--- src/verilog/irq_ctrl_pkg.sv ---
/*
 * Constants and carrier types shared by the priority interrupt controller.
 * Assumes one clock domain, a 20 MHz CPU clock and six clocks per machine cycle.
 */
package irq_ctrl_pkg;

	// ****************************************************************
	// Counts and sizes
	// ****************************************************************
	localparam int        NUM_SOURCES          = 13;   // Interrupt sources
	localparam int        NUM_LEVELS           = 4;    // Priority levels
	localparam int        CLK_PERIOD_NS        = 50;   // CPU clock period
	localparam int        MACHINE_CYCLE_CLOCKS = 6;    // CPU clocks per machine cycle
	localparam logic [2:0] MC_LAST             = 3'(MACHINE_CYCLE_CLOCKS - 1);
	localparam logic [2:0] MC_RESET            = 3'h0; // Machine cycle counter at reset
	localparam int        GLOBAL_ENABLE_BIT    = 7;    // Global enable in enable reg a

	// ****************************************************************
	// Source indices, in table order
	// ****************************************************************
	localparam logic [3:0] SRC_EXT0      = 4'h0;
	localparam logic [3:0] SRC_TIMER0    = 4'h1;
	localparam logic [3:0] SRC_EXT1      = 4'h2;
	localparam logic [3:0] SRC_TIMER1    = 4'h3;
	localparam logic [3:0] SRC_SERIAL    = 4'h4;
	localparam logic [3:0] SRC_BROWNOUT  = 4'h5;
	localparam logic [3:0] SRC_BUS       = 4'h6;
	localparam logic [3:0] SRC_KEYPAD    = 4'h7;
	localparam logic [3:0] SRC_COMP2     = 4'h8;
	localparam logic [3:0] SRC_WATCHDOG  = 4'h9;
	localparam logic [3:0] SRC_CONVERTER = 4'hA;
	localparam logic [3:0] SRC_COMP1     = 4'hB;
	localparam logic [3:0] SRC_BUS_TIMER = 4'hC;

	// ****************************************************************
	// Per-source tables, index 0 first
	// ****************************************************************
	// Register holding enable and priority bits: 0 = reg a, 1 = reg b
	localparam logic [12:0] SRC_IN_REG_B = 13'h1DC0;
	// Bit position inside that register
	localparam logic [2:0] SRC_BIT [NUM_SOURCES] = '{3'h0, 3'h1, 3'h2, 3'h3, 3'h4,
		3'h5, 3'h0, 3'h1, 3'h2, 3'h6, 3'h4, 3'h5, 3'h7};
	// Tie-break rank, 1 highest
	localparam logic [3:0] SRC_RANK [NUM_SOURCES] = '{4'h1, 4'h4, 4'h7, 4'hA, 4'hC,
		4'h2, 4'h5, 4'h8, 4'hB, 4'h3, 4'h6, 4'h9, 4'hD};
	// Fixed vector addresses
	localparam logic [15:0] SRC_VECTOR [NUM_SOURCES] = '{16'h0003, 16'h000B, 16'h0013,
		16'h001B, 16'h0023, 16'h002B, 16'h0033, 16'h003B, 16'h0043, 16'h0053,
		16'h005B, 16'h0063, 16'h0073};
	// Sources able to end power down
	localparam logic [12:0] WAKE_MASK = 13'h0FA5;

	// ****************************************************************
	// Carrier types
	// ****************************************************************
	// Priority configuration registers
	typedef struct packed {
		logic [7:0] prio_high_reg_b;
		logic [7:0] prio_low_reg_b;
		logic [7:0] prio_high_reg_a;
		logic [7:0] prio_low_reg_a;
	} prio_regs_s;

	// Per-source priority levels
	typedef logic [NUM_SOURCES-1:0][1:0] level_vec_t;

endpackage

--- src/verilog/ext_request_unit.sv ---
/*
 * One external request input: machine-cycle sampling, level or falling-edge trigger.
 * Assumes the sample strobe pulses for one clock once per machine cycle.
 */
`timescale 1ns/1ns
module ext_request_unit
(
	// Clock and reset
	input  wire logic i_ref_clk,
	input  wire logic i_reset_n,
	// Control
	input  wire logic i_sample,          // Machine cycle strobe
	input  wire logic i_trigger_select,  // 0 level, 1 falling edge
	input  wire logic i_vector_taken,    // CPU branched to this source
	// Pin and flag
	input  wire logic i_ext_request_pin_n,
	output logic      o_request_flag
);

	// ****************************************************************
	// Pin sampling
	// ****************************************************************
	logic pin_sample;   // Latest machine-cycle sample

	// Sample once per machine cycle; idle high
	always_ff @(posedge i_ref_clk or negedge i_reset_n)
	begin
		if (!i_reset_n)
		begin
			pin_sample  <= 1'b1;
		end
		else if (i_sample)
		begin
			pin_sample  <= i_ext_request_pin_n;
		end
	end

	logic edge_seen;    // High sample then low sample
	assign edge_seen = i_sample && pin_sample && !i_ext_request_pin_n;

	// ****************************************************************
	// Request flag
	// ****************************************************************
	// Level mode tracks the sampled pin; edge mode is sticky, set beats clear
	always_ff @(posedge i_ref_clk or negedge i_reset_n)
	begin
		if (!i_reset_n)
			o_request_flag <= 1'b0;
		else if (!i_trigger_select)
		begin
			if (i_sample)
				o_request_flag <= !i_ext_request_pin_n;
		end
		else if (edge_seen)
			o_request_flag <= 1'b1;
		else if (i_vector_taken)
			o_request_flag <= 1'b0;
	end

	// ****************************************************************
	// Checks
	// ****************************************************************
	a_edge_sets_flag: assert property (@(posedge i_ref_clk) disable iff (!i_reset_n)
		i_trigger_select && edge_seen |=> o_request_flag)
		else $error("edge flag not set after high-low samples");
	a_level_follows_pin: assert property (@(posedge i_ref_clk) disable iff (!i_reset_n)
		!i_trigger_select && i_sample |=> o_request_flag == !pin_sample)
		else $error("level flag does not follow sampled pin");
	a_edge_auto_clear: assert property (@(posedge i_ref_clk) disable iff (!i_reset_n)
		i_trigger_select && i_vector_taken && !edge_seen |=> !o_request_flag)
		else $error("edge flag not cleared on vector");
	c_edge_event: cover property (@(posedge i_ref_clk) disable iff (!i_reset_n)
		i_trigger_select && edge_seen);

endmodule

--- src/verilog/priority_select.sv ---
/*
 * Combinational winner selection among pending sources by level, then rank.
 * Assumes pending already carries enable and global masking.
 */
`timescale 1ns/1ns
module priority_select
(
	// Requests
	input  wire logic [12:0]                   i_pending,
	input  wire irq_ctrl_pkg::level_vec_t       i_levels,
	input  wire logic [3:0]                    i_active,   // Levels in service
	// Winner
	output logic                               o_valid,
	output logic [3:0]                         o_index,
	output logic [1:0]                         o_level
);

	// Sort key: level above inverted rank
	function automatic logic [5:0] sort_key(input logic [1:0] lvl, input logic [3:0] rank);
		sort_key = {lvl, 4'hF - rank};
	endfunction

	// Scan all sources, keep the best key
	always_comb
	begin
		logic [5:0] best;
		best    = 6'h00;
		o_valid = 1'b0;
		o_index = 4'h0;
		for (int i = 0; i < irq_ctrl_pkg::NUM_SOURCES; i++)
		begin
			if (i_pending[i] && (!o_valid ||
				sort_key(i_levels[i], irq_ctrl_pkg::SRC_RANK[i]) > best))
			begin
				best    = sort_key(i_levels[i], irq_ctrl_pkg::SRC_RANK[i]);
				o_valid = 1'b1;
				o_index = 4'(i);
			end
		end
		o_level = best[5:4];
		// Only a strictly higher level than any in service may preempt
		for (int l = 0; l < irq_ctrl_pkg::NUM_LEVELS; l++)
		begin
			if (i_active[l] && 2'(l) >= o_level)
				o_valid = 1'b0;
		end
	end

endmodule

--- src/verilog/priority_interrupt_controller.sv ---
/*
 * Four-level priority interrupt controller for thirteen sources, with two
 * external request pins, fixed vectors and power-down wake.
 * Assumes the CPU pulses i_irq_taken when it branches to the presented
 * vector and i_irq_return when a service routine ends; all inputs are
 * synchronous to i_ref_clk.
 */
// Overview of operation
// - Thirteen sources, each one of four levels
// - Per-source enables; global bit masks all
// - Level from low and high priority bits
// - Only strictly higher level preempts running routine
// - Higher level wins simultaneous requests
// - Fixed rank 1 to 13 breaks ties
// - Fixed vector per source, on an eight-byte grid, two slots unused
// - Serial: tx or rx, vector 0023h, rank 12
// - Only wake-capable sources end power down
// - Trigger select zero: low level requests
// - Edge mode: high sample then low sets
// - Pins sampled once per six-clock machine cycle
// - Edge flag clears when routine is entered
// - Level flag tracks pin, re-requests if low
// - Enabled external request wakes idle or power down
`timescale 1ns/1ns
module priority_interrupt_controller
(
	// Clock and reset
	input  wire logic                      i_ref_clk,
	input  wire logic                      i_reset_n,
	// Enable and priority configuration
	input  wire logic [7:0]                i_irq_enable_reg_a,
	input  wire logic [7:0]                i_irq_enable_reg_b,
	input  wire irq_ctrl_pkg::prio_regs_s  i_prio,
	input  wire logic                      i_ext0_trigger_select,
	input  wire logic                      i_ext1_trigger_select,
	// External request pins, active low
	input  wire logic                      i_ext0_request_pin_n,
	input  wire logic                      i_ext1_request_pin_n,
	// Peripheral request flags
	input  wire logic                      i_timer_zero_overflow_flag,
	input  wire logic                      i_timer_one_overflow_flag,
	input  wire logic                      i_serial_tx_done_flag,
	input  wire logic                      i_serial_rx_done_flag,
	input  wire logic                      i_brownout_flag,
	input  wire logic                      i_bus_attention_flag,
	input  wire logic                      i_keypad_flag,
	input  wire logic                      i_comparator_two_flag,
	input  wire logic                      i_watchdog_overflow_flag,
	input  wire logic                      i_converter_done_flag,
	input  wire logic                      i_comparator_one_flag,
	input  wire logic                      i_bus_timeout_flag,
	// CPU side
	input  wire logic                      i_irq_taken,    // Vector accepted, one pulse
	input  wire logic                      i_irq_return,   // Routine ended, one pulse
	input  wire logic                      i_idle_mode,
	input  wire logic                      i_power_down_mode,
	output logic                           o_irq_request,
	output logic [15:0]                    o_vector_addr,
	output logic [1:0]                     o_irq_level,
	output logic [3:0]                     o_active_levels,
	output logic                           o_wake,
	// External request flags
	output logic                           o_ext0_request_flag,
	output logic                           o_ext1_request_flag
);

	// ****************************************************************
	// Machine cycle strobe
	// ****************************************************************
	logic [2:0] mc_count;   // Clock within machine cycle
	logic       mc_sample;  // One clock per machine cycle

	// Divide the CPU clock by six
	always_ff @(posedge i_ref_clk or negedge i_reset_n)
	begin
		if (!i_reset_n)
			mc_count <= irq_ctrl_pkg::MC_RESET;
		else if (mc_count == irq_ctrl_pkg::MC_LAST)
			mc_count <= irq_ctrl_pkg::MC_RESET;
		else
			mc_count <= mc_count + 3'h1;
	end

	assign mc_sample = (mc_count == irq_ctrl_pkg::MC_LAST);

	// ****************************************************************
	// External request units
	// ****************************************************************
	logic [3:0] taken_index;  // Source of the presented vector
	logic       ext0_taken;   // CPU enters external 0 routine
	logic       ext1_taken;   // CPU enters external 1 routine

	assign ext0_taken = i_irq_taken && o_irq_request && taken_index == irq_ctrl_pkg::SRC_EXT0;
	assign ext1_taken = i_irq_taken && o_irq_request && taken_index == irq_ctrl_pkg::SRC_EXT1;

	// External request 0
	ext_request_unit u_ext0
	(
		.i_ref_clk           (i_ref_clk),
		.i_reset_n           (i_reset_n),
		.i_sample            (mc_sample),
		.i_trigger_select    (i_ext0_trigger_select),
		.i_vector_taken      (ext0_taken),
		.i_ext_request_pin_n (i_ext0_request_pin_n),
		.o_request_flag      (o_ext0_request_flag)
	);

	// External request 1
	ext_request_unit u_ext1
	(
		.i_ref_clk           (i_ref_clk),
		.i_reset_n           (i_reset_n),
		.i_sample            (mc_sample),
		.i_trigger_select    (i_ext1_trigger_select),
		.i_vector_taken      (ext1_taken),
		.i_ext_request_pin_n (i_ext1_request_pin_n),
		.o_request_flag      (o_ext1_request_flag)
	);

	// ****************************************************************
	// Source gathering and masking
	// ****************************************************************
	logic [12:0]              src_flags;  // Raw request per source
	logic [12:0]              src_enable; // Per-source enable bit
	logic [12:0]              pending;    // Enabled, globally allowed
	irq_ctrl_pkg::level_vec_t src_levels; // Level per source

	// Pick one bit of reg a or reg b for a source
	function automatic logic pick_bit(input logic [7:0] reg_a, input logic [7:0] reg_b,
		input int idx);
		pick_bit = irq_ctrl_pkg::SRC_IN_REG_B[idx] ? reg_b[irq_ctrl_pkg::SRC_BIT[idx]]
			: reg_a[irq_ctrl_pkg::SRC_BIT[idx]];
	endfunction

	// Flags in source order
	always_comb
	begin
		src_flags                               = 13'h0000;
		src_flags[irq_ctrl_pkg::SRC_EXT0]       = o_ext0_request_flag;
		src_flags[irq_ctrl_pkg::SRC_TIMER0]     = i_timer_zero_overflow_flag;
		src_flags[irq_ctrl_pkg::SRC_EXT1]       = o_ext1_request_flag;
		src_flags[irq_ctrl_pkg::SRC_TIMER1]     = i_timer_one_overflow_flag;
		src_flags[irq_ctrl_pkg::SRC_SERIAL]     = i_serial_tx_done_flag || i_serial_rx_done_flag;
		src_flags[irq_ctrl_pkg::SRC_BROWNOUT]   = i_brownout_flag;
		src_flags[irq_ctrl_pkg::SRC_BUS]        = i_bus_attention_flag;
		src_flags[irq_ctrl_pkg::SRC_KEYPAD]     = i_keypad_flag;
		src_flags[irq_ctrl_pkg::SRC_COMP2]      = i_comparator_two_flag;
		src_flags[irq_ctrl_pkg::SRC_WATCHDOG]   = i_watchdog_overflow_flag;
		src_flags[irq_ctrl_pkg::SRC_CONVERTER]  = i_converter_done_flag;
		src_flags[irq_ctrl_pkg::SRC_COMP1]      = i_comparator_one_flag;
		src_flags[irq_ctrl_pkg::SRC_BUS_TIMER]  = i_bus_timeout_flag;
	end

	// Enable and level lookup for every source
	generate
		for (genvar s = 0; s < irq_ctrl_pkg::NUM_SOURCES; s++)
		begin : g_src
			assign src_enable[s] = pick_bit(i_irq_enable_reg_a, i_irq_enable_reg_b, s);
			assign src_levels[s] = {pick_bit(i_prio.prio_high_reg_a, i_prio.prio_high_reg_b, s),
				pick_bit(i_prio.prio_low_reg_a, i_prio.prio_low_reg_b, s)};
		end
	endgenerate

	assign pending = src_flags & src_enable
		& {13{i_irq_enable_reg_a[irq_ctrl_pkg::GLOBAL_ENABLE_BIT]}};

	// ****************************************************************
	// Arbitration
	// ****************************************************************
	logic       win_valid;  // A source may be presented
	logic [3:0] win_index;  // Winning source
	logic [1:0] win_level;  // Its level

	// Level first, then rank, then in-service ceiling
	priority_select u_select
	(
		.i_pending (pending),
		.i_levels  (src_levels),
		.i_active  (o_active_levels),
		.o_valid   (win_valid),
		.o_index   (win_index),
		.o_level   (win_level)
	);

	// ****************************************************************
	// Request presented to the CPU
	// ****************************************************************
	// Register the winner; drop it for the cycle after a take
	always_ff @(posedge i_ref_clk or negedge i_reset_n)
	begin
		if (!i_reset_n)
		begin
			o_irq_request <= 1'b0;
			o_vector_addr <= 16'h0000;
			o_irq_level   <= 2'h0;
			taken_index   <= 4'h0;
		end
		else
		begin
			o_irq_request <= win_valid && !i_irq_taken;
			o_vector_addr <= irq_ctrl_pkg::SRC_VECTOR[win_index];
			o_irq_level   <= win_level;
			taken_index   <= win_index;
		end
	end

	// ****************************************************************
	// Levels in service
	// ****************************************************************
	logic [3:0] top_active;  // Highest level in service, one-hot

	// Isolate the highest set bit
	always_comb
	begin
		top_active = 4'h0;
		for (int l = 0; l < irq_ctrl_pkg::NUM_LEVELS; l++)
		begin
			if (o_active_levels[l])
				top_active = 4'h1 << l;
		end
	end

	// Return ends the innermost routine, take opens a new one
	always_ff @(posedge i_ref_clk or negedge i_reset_n)
	begin
		if (!i_reset_n)
			o_active_levels <= 4'h0;
		else
		begin
			if (i_irq_taken && o_irq_request)
				o_active_levels <= (o_active_levels & ~(i_irq_return ? top_active : 4'h0))
					| (4'h1 << o_irq_level);
			else if (i_irq_return)
				o_active_levels <= o_active_levels & ~top_active;
		end
	end

	// ****************************************************************
	// Wake from idle and power down
	// ****************************************************************
	// Power down needs a wake-capable source; idle takes any enabled one
	always_ff @(posedge i_ref_clk or negedge i_reset_n)
	begin
		if (!i_reset_n)
			o_wake <= 1'b0;
		else
			o_wake <= (i_power_down_mode && |(pending & irq_ctrl_pkg::WAKE_MASK))
				|| (i_idle_mode && |pending);
	end

	// ****************************************************************
	// Checks
	// ****************************************************************
	a_sample_spacing: assert property (@(posedge i_ref_clk) disable iff (!i_reset_n)
		mc_sample |=> !mc_sample [*5] ##1 mc_sample)
		else $error("pin sample not once per six clocks");
	a_global_mask: assert property (@(posedge i_ref_clk) disable iff (!i_reset_n)
		!i_irq_enable_reg_a[irq_ctrl_pkg::GLOBAL_ENABLE_BIT] |=> !o_irq_request)
		else $error("request raised with global enable clear");
	a_top_level_holds: assert property (@(posedge i_ref_clk) disable iff (!i_reset_n)
		o_active_levels[3] |=> !o_irq_request)
		else $error("top level routine preempted");
	a_no_same_level: assert property (@(posedge i_ref_clk) disable iff (!i_reset_n)
		o_irq_request |-> !o_active_levels[o_irq_level])
		else $error("request at a level already in service");
	a_vector_slot: assert property (@(posedge i_ref_clk) disable iff (!i_reset_n)
		o_irq_request |-> o_vector_addr[2:0] == 3'h3 && o_vector_addr <= 16'h0073)
		else $error("vector off the eight byte grid");
	a_serial_vector: assert property (@(posedge i_ref_clk) disable iff (!i_reset_n)
		o_irq_request && o_vector_addr == 16'h0023
			|-> $past(i_serial_tx_done_flag || i_serial_rx_done_flag))
		else $error("serial vector without tx or rx flag");
	a_wake_source: assert property (@(posedge i_ref_clk) disable iff (!i_reset_n)
		$rose(o_wake) |-> $past(i_idle_mode || |(pending & irq_ctrl_pkg::WAKE_MASK)))
		else $error("wake from a source that cannot wake");
	a_take_drops_req: assert property (@(posedge i_ref_clk) disable iff (!i_reset_n)
		i_irq_taken && o_irq_request |=> !o_irq_request)
		else $error("request held across a take");

	// Wake, nesting and external request checks
	a_pd_no_wake: assert property (@(posedge i_ref_clk) disable iff (!i_reset_n)
		i_power_down_mode && !i_idle_mode && !(|(pending & irq_ctrl_pkg::WAKE_MASK)) |=> !o_wake)
		else $error("power down woken by a source that cannot wake");
	a_idle_wake: assert property (@(posedge i_ref_clk) disable iff (!i_reset_n)
		i_idle_mode && |pending |=> o_wake)
		else $error("idle not woken by an enabled request");
	a_take_sets_level: assert property (@(posedge i_ref_clk) disable iff (!i_reset_n)
		i_irq_taken && o_irq_request |=> o_active_levels[$past(o_irq_level)])
		else $error("taken level not marked in service");
	a_ext0_raises_req: assert property (@(posedge i_ref_clk) disable iff (!i_reset_n)
		o_ext0_request_flag && i_irq_enable_reg_a[0]
			&& i_irq_enable_reg_a[irq_ctrl_pkg::GLOBAL_ENABLE_BIT]
			&& o_active_levels == 4'h0 && !i_irq_taken |=> o_irq_request)
		else $error("enabled external request not presented");

	c_preempt: cover property (@(posedge i_ref_clk) disable iff (!i_reset_n)
		o_irq_request && |o_active_levels);
	c_wake_power_down: cover property (@(posedge i_ref_clk) disable iff (!i_reset_n)
		o_wake && i_power_down_mode);
	c_nested_return: cover property (@(posedge i_ref_clk) disable iff (!i_reset_n)
		i_irq_return && $countones(o_active_levels) > 1);
	c_idle_wake: cover property (@(posedge i_ref_clk) disable iff (!i_reset_n)
		o_wake && i_idle_mode);

endmodule

--- config.mk ---
export PLATFORM = sky130hd
export DESIGN_NAME = priority_interrupt_controller
export DESIGN_NICKNAME = d
export VERILOG_FILES = /design/src/verilog/irq_ctrl_pkg.sv /design/src/verilog/ext_request_unit.sv /design/src/verilog/priority_select.sv /design/src/verilog/priority_interrupt_controller.sv
export SDC_FILE = /design/constraint.sdc
export NUM_CORES = 1
export LEC_CHECK = 0
export ABC_CLOCK_PERIOD_IN_PS = 50600
export BUFFER_PORTS_ARGS = -buffer_cell sky130_fd_sc_hd__buf_2
export CORE_ASPECT_RATIO = 1.5
export CORE_MARGIN = 1
export CORE_UTILIZATION = 51
export CTS_CLUSTER_SIZE = 28
export DETAILED_ROUTE_END_ITERATION = 6
export PLACE_DENSITY = 0.88
export RECOVER_POWER = 100
export SETUP_SLACK_MARGIN = 0.1
export SYNTH_ARGS = -nofsm -noshare
export SYNTH_HDL_FRONTEND = slang
export SYNTH_SLANG_ARGS = --single-unit
--- constraint.sdc ---
create_clock -name i_ref_clk -period 50.6 [get_ports i_ref_clk]
set_clock_uncertainty 0.15 [all_clocks]
set_input_delay 5.06 -clock i_ref_clk [delete_from_list [all_inputs] [get_ports i_ref_clk]]
set_output_delay 5.06 -clock i_ref_clk [all_outputs]
set_load 0.01 [all_outputs]
==> implementation parameters, run 1 <==
Parameter                              Value

Floorplan
  Boundary Pins ... 96
  Chip width ... approximately 64 um
  Floorplan die area ... 6030 sq um
  Area of the core region ... roughly 5500 sq um
  Starting Density ... between 50% and 60%
  Site Rows ... 33
  Chip height ... around 95 um

Setup path
  CP startpoint kind ... input pin
  Data arrival time of the critical path ... about 25 ns
  Count of buffer and inverter cells on the critical path ... 9
  Delay of the slowest cell on the worst path ... roughly 0.82 ns
  Maximum fanout count along the critical path ... 26
  Crit Path Category ... input pin to flop
  Kind of end point of the critical path ... flop
  Cell class contributing the biggest share of worst-path delay ... compound AO/OA/AOI/OAI gates
  Cell mode on critical path ... ha_1
  Worst Path Required ... between 50 and 60 ns
  Worst path slowest cell ... clkbuf_1

Finish
  Total non-filler cell area in the finished layout ... ~3300 sq um
  Diode count ... 0
  Area growth from synthesis to layout ... 13.3%
  Core utilization of the finished layout ... between 60% and 70%
  Number of fillers in the final layout ... 511
  Final net count ... between 500 and 600
  Fraction of final layout cells sized beyond drive strength 1 ... ~20%

Yosys
  Share of synthesized flip-flops with an asynchronous set or reset ... 100%
  Count of cell types in the netlist ... 77
  Post-Synthesis Cell Area ... around 2900 sq um
  Simple-Gate Fraction of Synth Area ... 25.8%
  Combinational family with the most area after synthesis ... compound AO/OA/AOI/OAI gates
  Count of flip-flops with a built-in enable after synthesis ... 0
  Portion of netlist area occupied by mux cells ... slightly below 8%
  Post-synth top flop ... dfrtp_1
  Syn avg cell area ... ~8.1 sq um
  Total number of yosys warnings ... 0
  Arithmetic-cell share of the synthesized area counting full adders, half adders and majority gates ... 8.58%
  Count of state elements after synthesis ... 23
  Xor and xnor area share after synthesis ... 0%
  Compound-cell area share of the yosys netlist ... between 30% and 40%
  Seq/Total Area, Yosys ... 19.8%
  Cell count after synthesis ... between 300 and 400

Clock tree
  Number of gates given a new drive strength after cts ... 0
  CTS Root Buffer Type ... clkbuf_8
  Post-CTS Setup Repair Bufs ... 0
  CTS clock-pin slew for the worst setup and hold paths ... about 0.07 ns
  Hold-fix buffers at CTS ... 0
  Clock Latency Late Sink ... 0.27 ns
  Number of sinks handled by clock tree synthesis ... 23
  TritonCTS clock tree ... yes
  Maximum clock path buffer count ... 2
  Clock buffers created by TritonCTS ... 3
  H-tree depth ... 1

Hold path
  Type of the tightest min-delay check ... flop to flop

Job
  Number of maximum-capacitance constraint violations ... 0

Timing
  Tcrit/Tclk final ... between 50% and 60%
  Setup TNS ... 0 ns
  Number of pins exceeding their max-slew limit in the final report ... 0
  Final setup violation count ... 0
  Setup WS post-layout ... roughly 25 ns
  Timing-limited maximum frequency ... between 30 and 40 MHz
  Final period demand of the worst path ... ~25 ns
  Slew at the pin closest to its max-slew limit ... ~1.1 ns
  Unrepaired setup endpoints after global routing ... no
  Slew headroom ... 23.5%
  Final Hold Fails ... 0

Place
  Count of input and output buffers ... a little under 80
  Sum of net half-perimeters after detailed placement ... approximately 6.6 mm
  RD Place Congestion ... 1.00
  Area post-placement ... ~3300 sq um
  Setup WS pre-CTS ... approximately 27 ns

Power
  Static leakage ... 1.54 nW
  Worst IR drop on VDD ... 0.0000108 V
  Power density relative to cell area ... between 20 and 25 nW/um^2

Global route
  Number of global-route vias before repair ... 3012
  Largest net degree at the start of global routing ... 27
  Wire length of the first global-routing pass ... 13.5 mm
  Number of antenna violations at the first check in global routing ... 0
  Total track usage ... roughly 28%
  Congestion Overflow GR ... 0

Routing
  Metal1 wirelength ... 2.99 mm
  Number of nets still failing antenna checks after routing ... 0
  Length of routed met3 wiring ... roughly 410 um
  Wire length on met2 ... around 4.4 mm
  Final wirelength ... slightly above 8 mm
  Detailed-router iteration count before antenna repair ... 5
  Total number of vias ... between 3000 and 4000
  DR WL/cell ... 16.0 um
  Top Metal Used ... met4
  DRC violation count after routing ... 0
  First DRT Iteration DRCs ... approximately 190
  Via density per instance ... approximately 6.4

Outcome
  Run status ... finished clean
==> worst paths after layout <==
path | slack [ns] | to | depth (start not counted) | start
setup / recovery | 25.21 | o_vector_addr[4] | 82 | i_irq_enable_reg_a[7]
hold / removal | 0.37 | mc_count[2] | 1 | mc_count[2]
setup reg to reg | 30.23 | o_vector_addr[4] | 82 | u_ext0.o_request_flag
hold reg to reg | 0.37 | mc_count[2] | 1 | mc_count[2]
max in group asynchronous | 44.79 | o_active_levels[2] | 1 | i_reset_n
min in group asynchronous | 4.84 | u_ext1.o_request_flag | 1 | i_reset_n
==> worst reg2reg max path, delay by kind of cell (launching register included) <==
kind	cells	cell delay (ns)
DFF	1	0.49
muxes	13	3.65
adders and majority gates	13	3.61
AOI/OAI and AO/OA	26	7.07
buffers and inverters	8	0.54
and+or+nand+nor	22	4.75
==> kinds of logic after synthesis <==
logic type,after synthesis
simple gates,140
compound gates,116
buf+inv,41
flops,23
mux,20
fa+ha+maj,20
other cells,2
==> through the flow <==
step                      std cells  hold WS [ns]  total power, mW
after CTS                       505         0.362           0.0816
after floorplan                 371         0.316           0.0573
final                           505         0.366           0.0808
after detailed placement        501         0.352           0.0701
after global placement          501         0.330           0.0682
after global routing            505         0.389           0.0869
==> registers in the layout (all words and copies together) (netlist names) <==
signal,count
o_vector_addr,5
o_active_levels,4
o_wake,1
taken_index,3
o_irq_request,1
u_ext0.o_request_flag,1
o_irq_level,2
u_ext1.o_request_flag,1
u_ext0.pin_sample,1
mc_count,3
u_ext1.pin_sample,1
==> final cells by class <==
class	instances	area, sq um	area share (%)
Multi-Input combinational cell	307	2140	64.8
Sequential cell	23	578	17.5
Timing Repair Buffer	77	360	10.9
Inverter	24	90.1	2.73
Tap cell	70	87.6	2.65
Clock buffer	3	41.3	1.25
Clock inverter	1	5.00	0.152
==> routing by layer <==
metal / global-route usage (%) / vias up
li1: - / 1515
met1: 28.6 / 1547
met2: 54.7 / 149
met3: 2.66 / 37
met4: 16.1 / 0
met5: 0 / -
==> cell usage in the layout (no fill, tap or decap), types with 7 or more instances in the layout <==
master	count
a21o_1	7
nor2_1	23
and3_1	10
conb_1	11
buf_2	57
dfrtp_1	21
inv_1	24
mux2i_1	10
mux2_2	7
nor3_1	13
a21oi_1	17
clkbuf_1	20
ha_1	20
nand2_1	28
nand3_1	21
o21ai_0	21
==> Yosys cell counts, types with 7 or more instances <==
cell type  count  area share [%]
a21o_1         7             1.8
mux2i_1       10             3.4
nand2_1       28             3.6
inv_1         24             3.1
a21oi_1       17             2.9
mux2_2         9             3.5
nor3_1        13             2.2
ha_1          20             8.6
o21ai_0       18             3.1
dfrtp_1       21              18
buf_4         12             3.1
nor2_1        23             3.0
and3_1        10             2.1
nand3_1       21             3.6
==> power by group <==
part           internal [mW]  total, mW  leakage, nW  switching [mW]
Sequential            0.0225     0.0254        0.283         0.00294
Combinational         0.0177     0.0443         1.23          0.0265
Clock                0.00550     0.0111       0.0255         0.00563
Note: power is estimated with default switching activity, not from simulation.
==> run 2: changes to the inputs <==
- ABC_CLOCK_PERIOD_IN_PS: 50600 -> 22400
- CORE_UTILIZATION: 51 -> 47
- PLACE_DENSITY: 0.88 -> 0.86
- clock period: 50.6 -> 22.4 ns (I/O delays scaled with it)
==> run 2 against run 1 <==
  * Sequential share of layout area shrank 0.11 points
  * Register-to-register slack lost 27 ns
  * Combinational power grew 120%
  * Core utilization shrank 3.5 points
  * Clock-buffer cell count is the same
  * Worst setup slack lost 23 ns
  * First-iteration DRC count grew 4.8%
  * Die area grew 8.3%
  * Power grew 130%
  * Via count shrank 2.0%
==> implementation parameters, run 2 (synthesis gave the netlist of run 1 again) <==
Parameter                              Value

Outcome
  Run status ... finished clean

Global route
  Wire length of the first global-routing pass ... 12.9 mm (-4.2%)
  Largest net degree at the start of global routing ... 27 (unchanged)
  Number of antenna violations at the first check in global routing ... 0 (unchanged)
  Congestion Overflow GR ... 0 (unchanged)
  Number of global-route vias before repair ... 3109 (+3.2%)
  Total track usage ... 24.7% (-3.4 points)

Power
  Clock share of power ... 14.2% (+0.4 points)
  Switching share of total power ... 43.4% (about the same)
  P_sw ... 0.0796 mW (+130%)
  Static leakage ... 1.54 nW (+0.13%)
  Internal portion of total power ... 0.104 mW (+130%)
  Part of the total power dissipated in combinational logic ... 54.3% (-0.5 points)
  Power density relative to cell area ... 55.2 nW/um^2 (+130%)
  Share of power burned in registers ... 31.4% (about the same)
  Worst IR drop on VDD ... 0.0000288 V (+170%)

Floorplan
  Chip width ... 66.3 um (+4.0%)
  Site Rows ... 34 (+3.0%)
  Floorplan die area ... 6530 sq um (+8.3%)
  Chip height ... 98.5 um (+4.1%)
  Boundary Pins ... 96 (unchanged)
  Starting Density ... 49.7% (-3.4 points)
  Area of the core region ... 5870 sq um (+6.9%)

Clock tree
  CTS Root Buffer Type ... clkbuf_8
  Number of sinks handled by clock tree synthesis ... 23 (unchanged)
  Clock Latency Late Sink ... 0.27 ns (about the same)
  Maximum clock path buffer count ... 2 (unchanged)
  H-tree depth ... 1 (unchanged)
  Hold-fix buffers at CTS ... 0 (unchanged)
  Post-CTS Setup Repair Bufs ... 0 (unchanged)
  Clock buffers created by TritonCTS ... 3 (unchanged)
  Number of gates given a new drive strength after cts ... 0 (unchanged)
  TritonCTS clock tree ... yes
  CTS clock-pin slew for the worst setup and hold paths ... 0.08 ns (about the same)

Setup path
  Cell mode on critical path ... ha_1
  Worst Path Required ... 22.41 ns (-28.19 ns)
  Kind of end point of the critical path ... flop
  CP startpoint kind ... input pin
  Data arrival time of the critical path ... 20.68 ns (-4.72 ns)
  Delay of the slowest cell on the worst path ... 0.72 ns (-0.10 ns)
  Maximum fanout count along the critical path ... 26 (unchanged)
  Worst path slowest cell ... a21oi_1
  Crit Path Category ... input pin to flop

Timing
  Final period demand of the worst path ... 20.67 ns
  Slew at the pin closest to its max-slew limit ... 1.16 ns (+0.0167 ns)
  Unrepaired setup endpoints after global routing ... no
  Timing-limited maximum frequency ... about 48 MHz
  Tcrit/Tclk final ... 92.3%
  Slew headroom ... 22.4% (-1.1 points)
  Worst hold slack across all endpoints ... 0.356 ns (-0.00974 ns)
  Number of pins exceeding their max-slew limit in the final report ... 0 (unchanged)
  Final setup violation count ... 0 (unchanged)
  Final Hold Fails ... 0 (unchanged)
  Setup TNS ... 0 ns (unchanged)

Job
  Number of maximum-capacitance constraint violations ... 0 (unchanged)

Routing
  Final wirelength ... 7.99 mm (-1.3%)
  DRC violation count after routing ... 0 (unchanged)
  Detailed-router iteration count before antenna repair ... 6 (+1)
  DR WL/cell ... 15.8 um (-1.7%)
  First DRT Iteration DRCs ... 195 (+4.8%)
  Via density per instance ... 6.28 (-2.4%)
  Total number of vias ... 3182 (-2.0%)
  Number of nets still failing antenna checks after routing ... 0 (unchanged)

Place
  Count of input and output buffers ... 77 (unchanged)
  RD Place Congestion ... 0.986 (-1.7%)
  Sum of net half-perimeters after detailed placement ... 6.60 mm (-0.66%)

Hold path
  Type of the tightest min-delay check ... flop to flop

Finish
  Area growth from synthesis to layout ... 14.0%
  Diode count ... 0 (unchanged)
  Most common library cell in the layout ignoring fill and taps ... buf_2
  Largest reg by FF count ... o_vector_addr
  Fraction of final layout cells sized beyond drive strength 1 ... 20.9% (+0.92 points)
  Regs by FF count ... o_vector_addr: 5 flops, o_active_levels: 4 flops
  Number of flip-flops under the largest register name ... 5 (unchanged)
  Leading cell types in the layout, fill and taps excluded ... buf_2, nand2_1, inv_1, nor2_1
  Final net count ... 526 (unchanged)
-- run 2: cell types whose count changed in the layout (fill, tap and decap cells not counted), sizes merged --
cell / before / now
clkinv: 1 / 0
clkinvlp: 0 / 1
-- run 2: worst paths after layout --
path | from | end | slack, ns | cells past startpoint
setup / recovery | i_irq_enable_reg_a[7] | o_vector_addr[4] | 1.73 | 82
hold / removal | mc_count[2] | mc_count[2] | 0.36 | 1
setup reg to reg | u_ext0.o_request_flag | o_vector_addr[4] | 3.45 | 82
hold reg to reg | mc_count[2] | mc_count[2] | 0.36 | 1
max in group asynchronous | i_reset_n | o_active_levels[2] | 19.38 | 1
min in group asynchronous | i_reset_n | taken_index[1] | 2.03 | 1
-- run 2: cell type report --
type	count	area, sq um
inverters	24	90.1
clock inverters	1	7.51
well taps	72	90.1
flip-flops and latches	23	578
multi-input cells	307	2160
fillers	549	2550
repair buffers	77	360
clock buffers	3	41.3
-- run 2: power groups by stage --
stage	registers, mW	logic, mW	clock network [mW]
4_1_cts	0.0570	0.101	0.0265
6_report	0.0576	0.0996	0.0261
3_3_place_gp	0.0569	0.0969	0
2_1_floorplan	0.0597	0.0697	0
5_1_grt	0.0589	0.111	0.0279
3_5_place_dp	0.0577	0.100	0
-- run 2: layer usage --
layer	part of all wire, %	vias to the layer above	track usage (%)	wire (um)
met1	37	1508	24.0	2920
met5	0	-	0	0
met4	3.3	0	14.2	262
li1	-	1512	-	-
met3	5.6	25	1.39	449
met2	55	137	48.6	4360
-- run 2: per-stage QoR --
stage                     total power [mW]  utilization [%]  setup slack, ns  cells  instance area [sq um]
after floorplan                      0.129                -             4.02    371                   2950
after global placement               0.154             56.2             2.12    503                   3300
after detailed placement             0.158             56.2             1.83    503                   3300
after CTS                            0.184             57.0             2.01    507                   3350
after global routing                 0.198             56.6            0.264    507                   3320
final                                0.183             56.6             1.73    507                   3320
-- run 2: worst max-delay path, delay by kind of cell --
family	cells	cell delay (ns)
AO/OA/AOI/OAI	27	6.56
AND/OR/NAND/NOR	22	4.19
adder cells (fa/ha/maj)	13	3.63
multiplexers	12	3.15
buffers and inverters	8	0.88
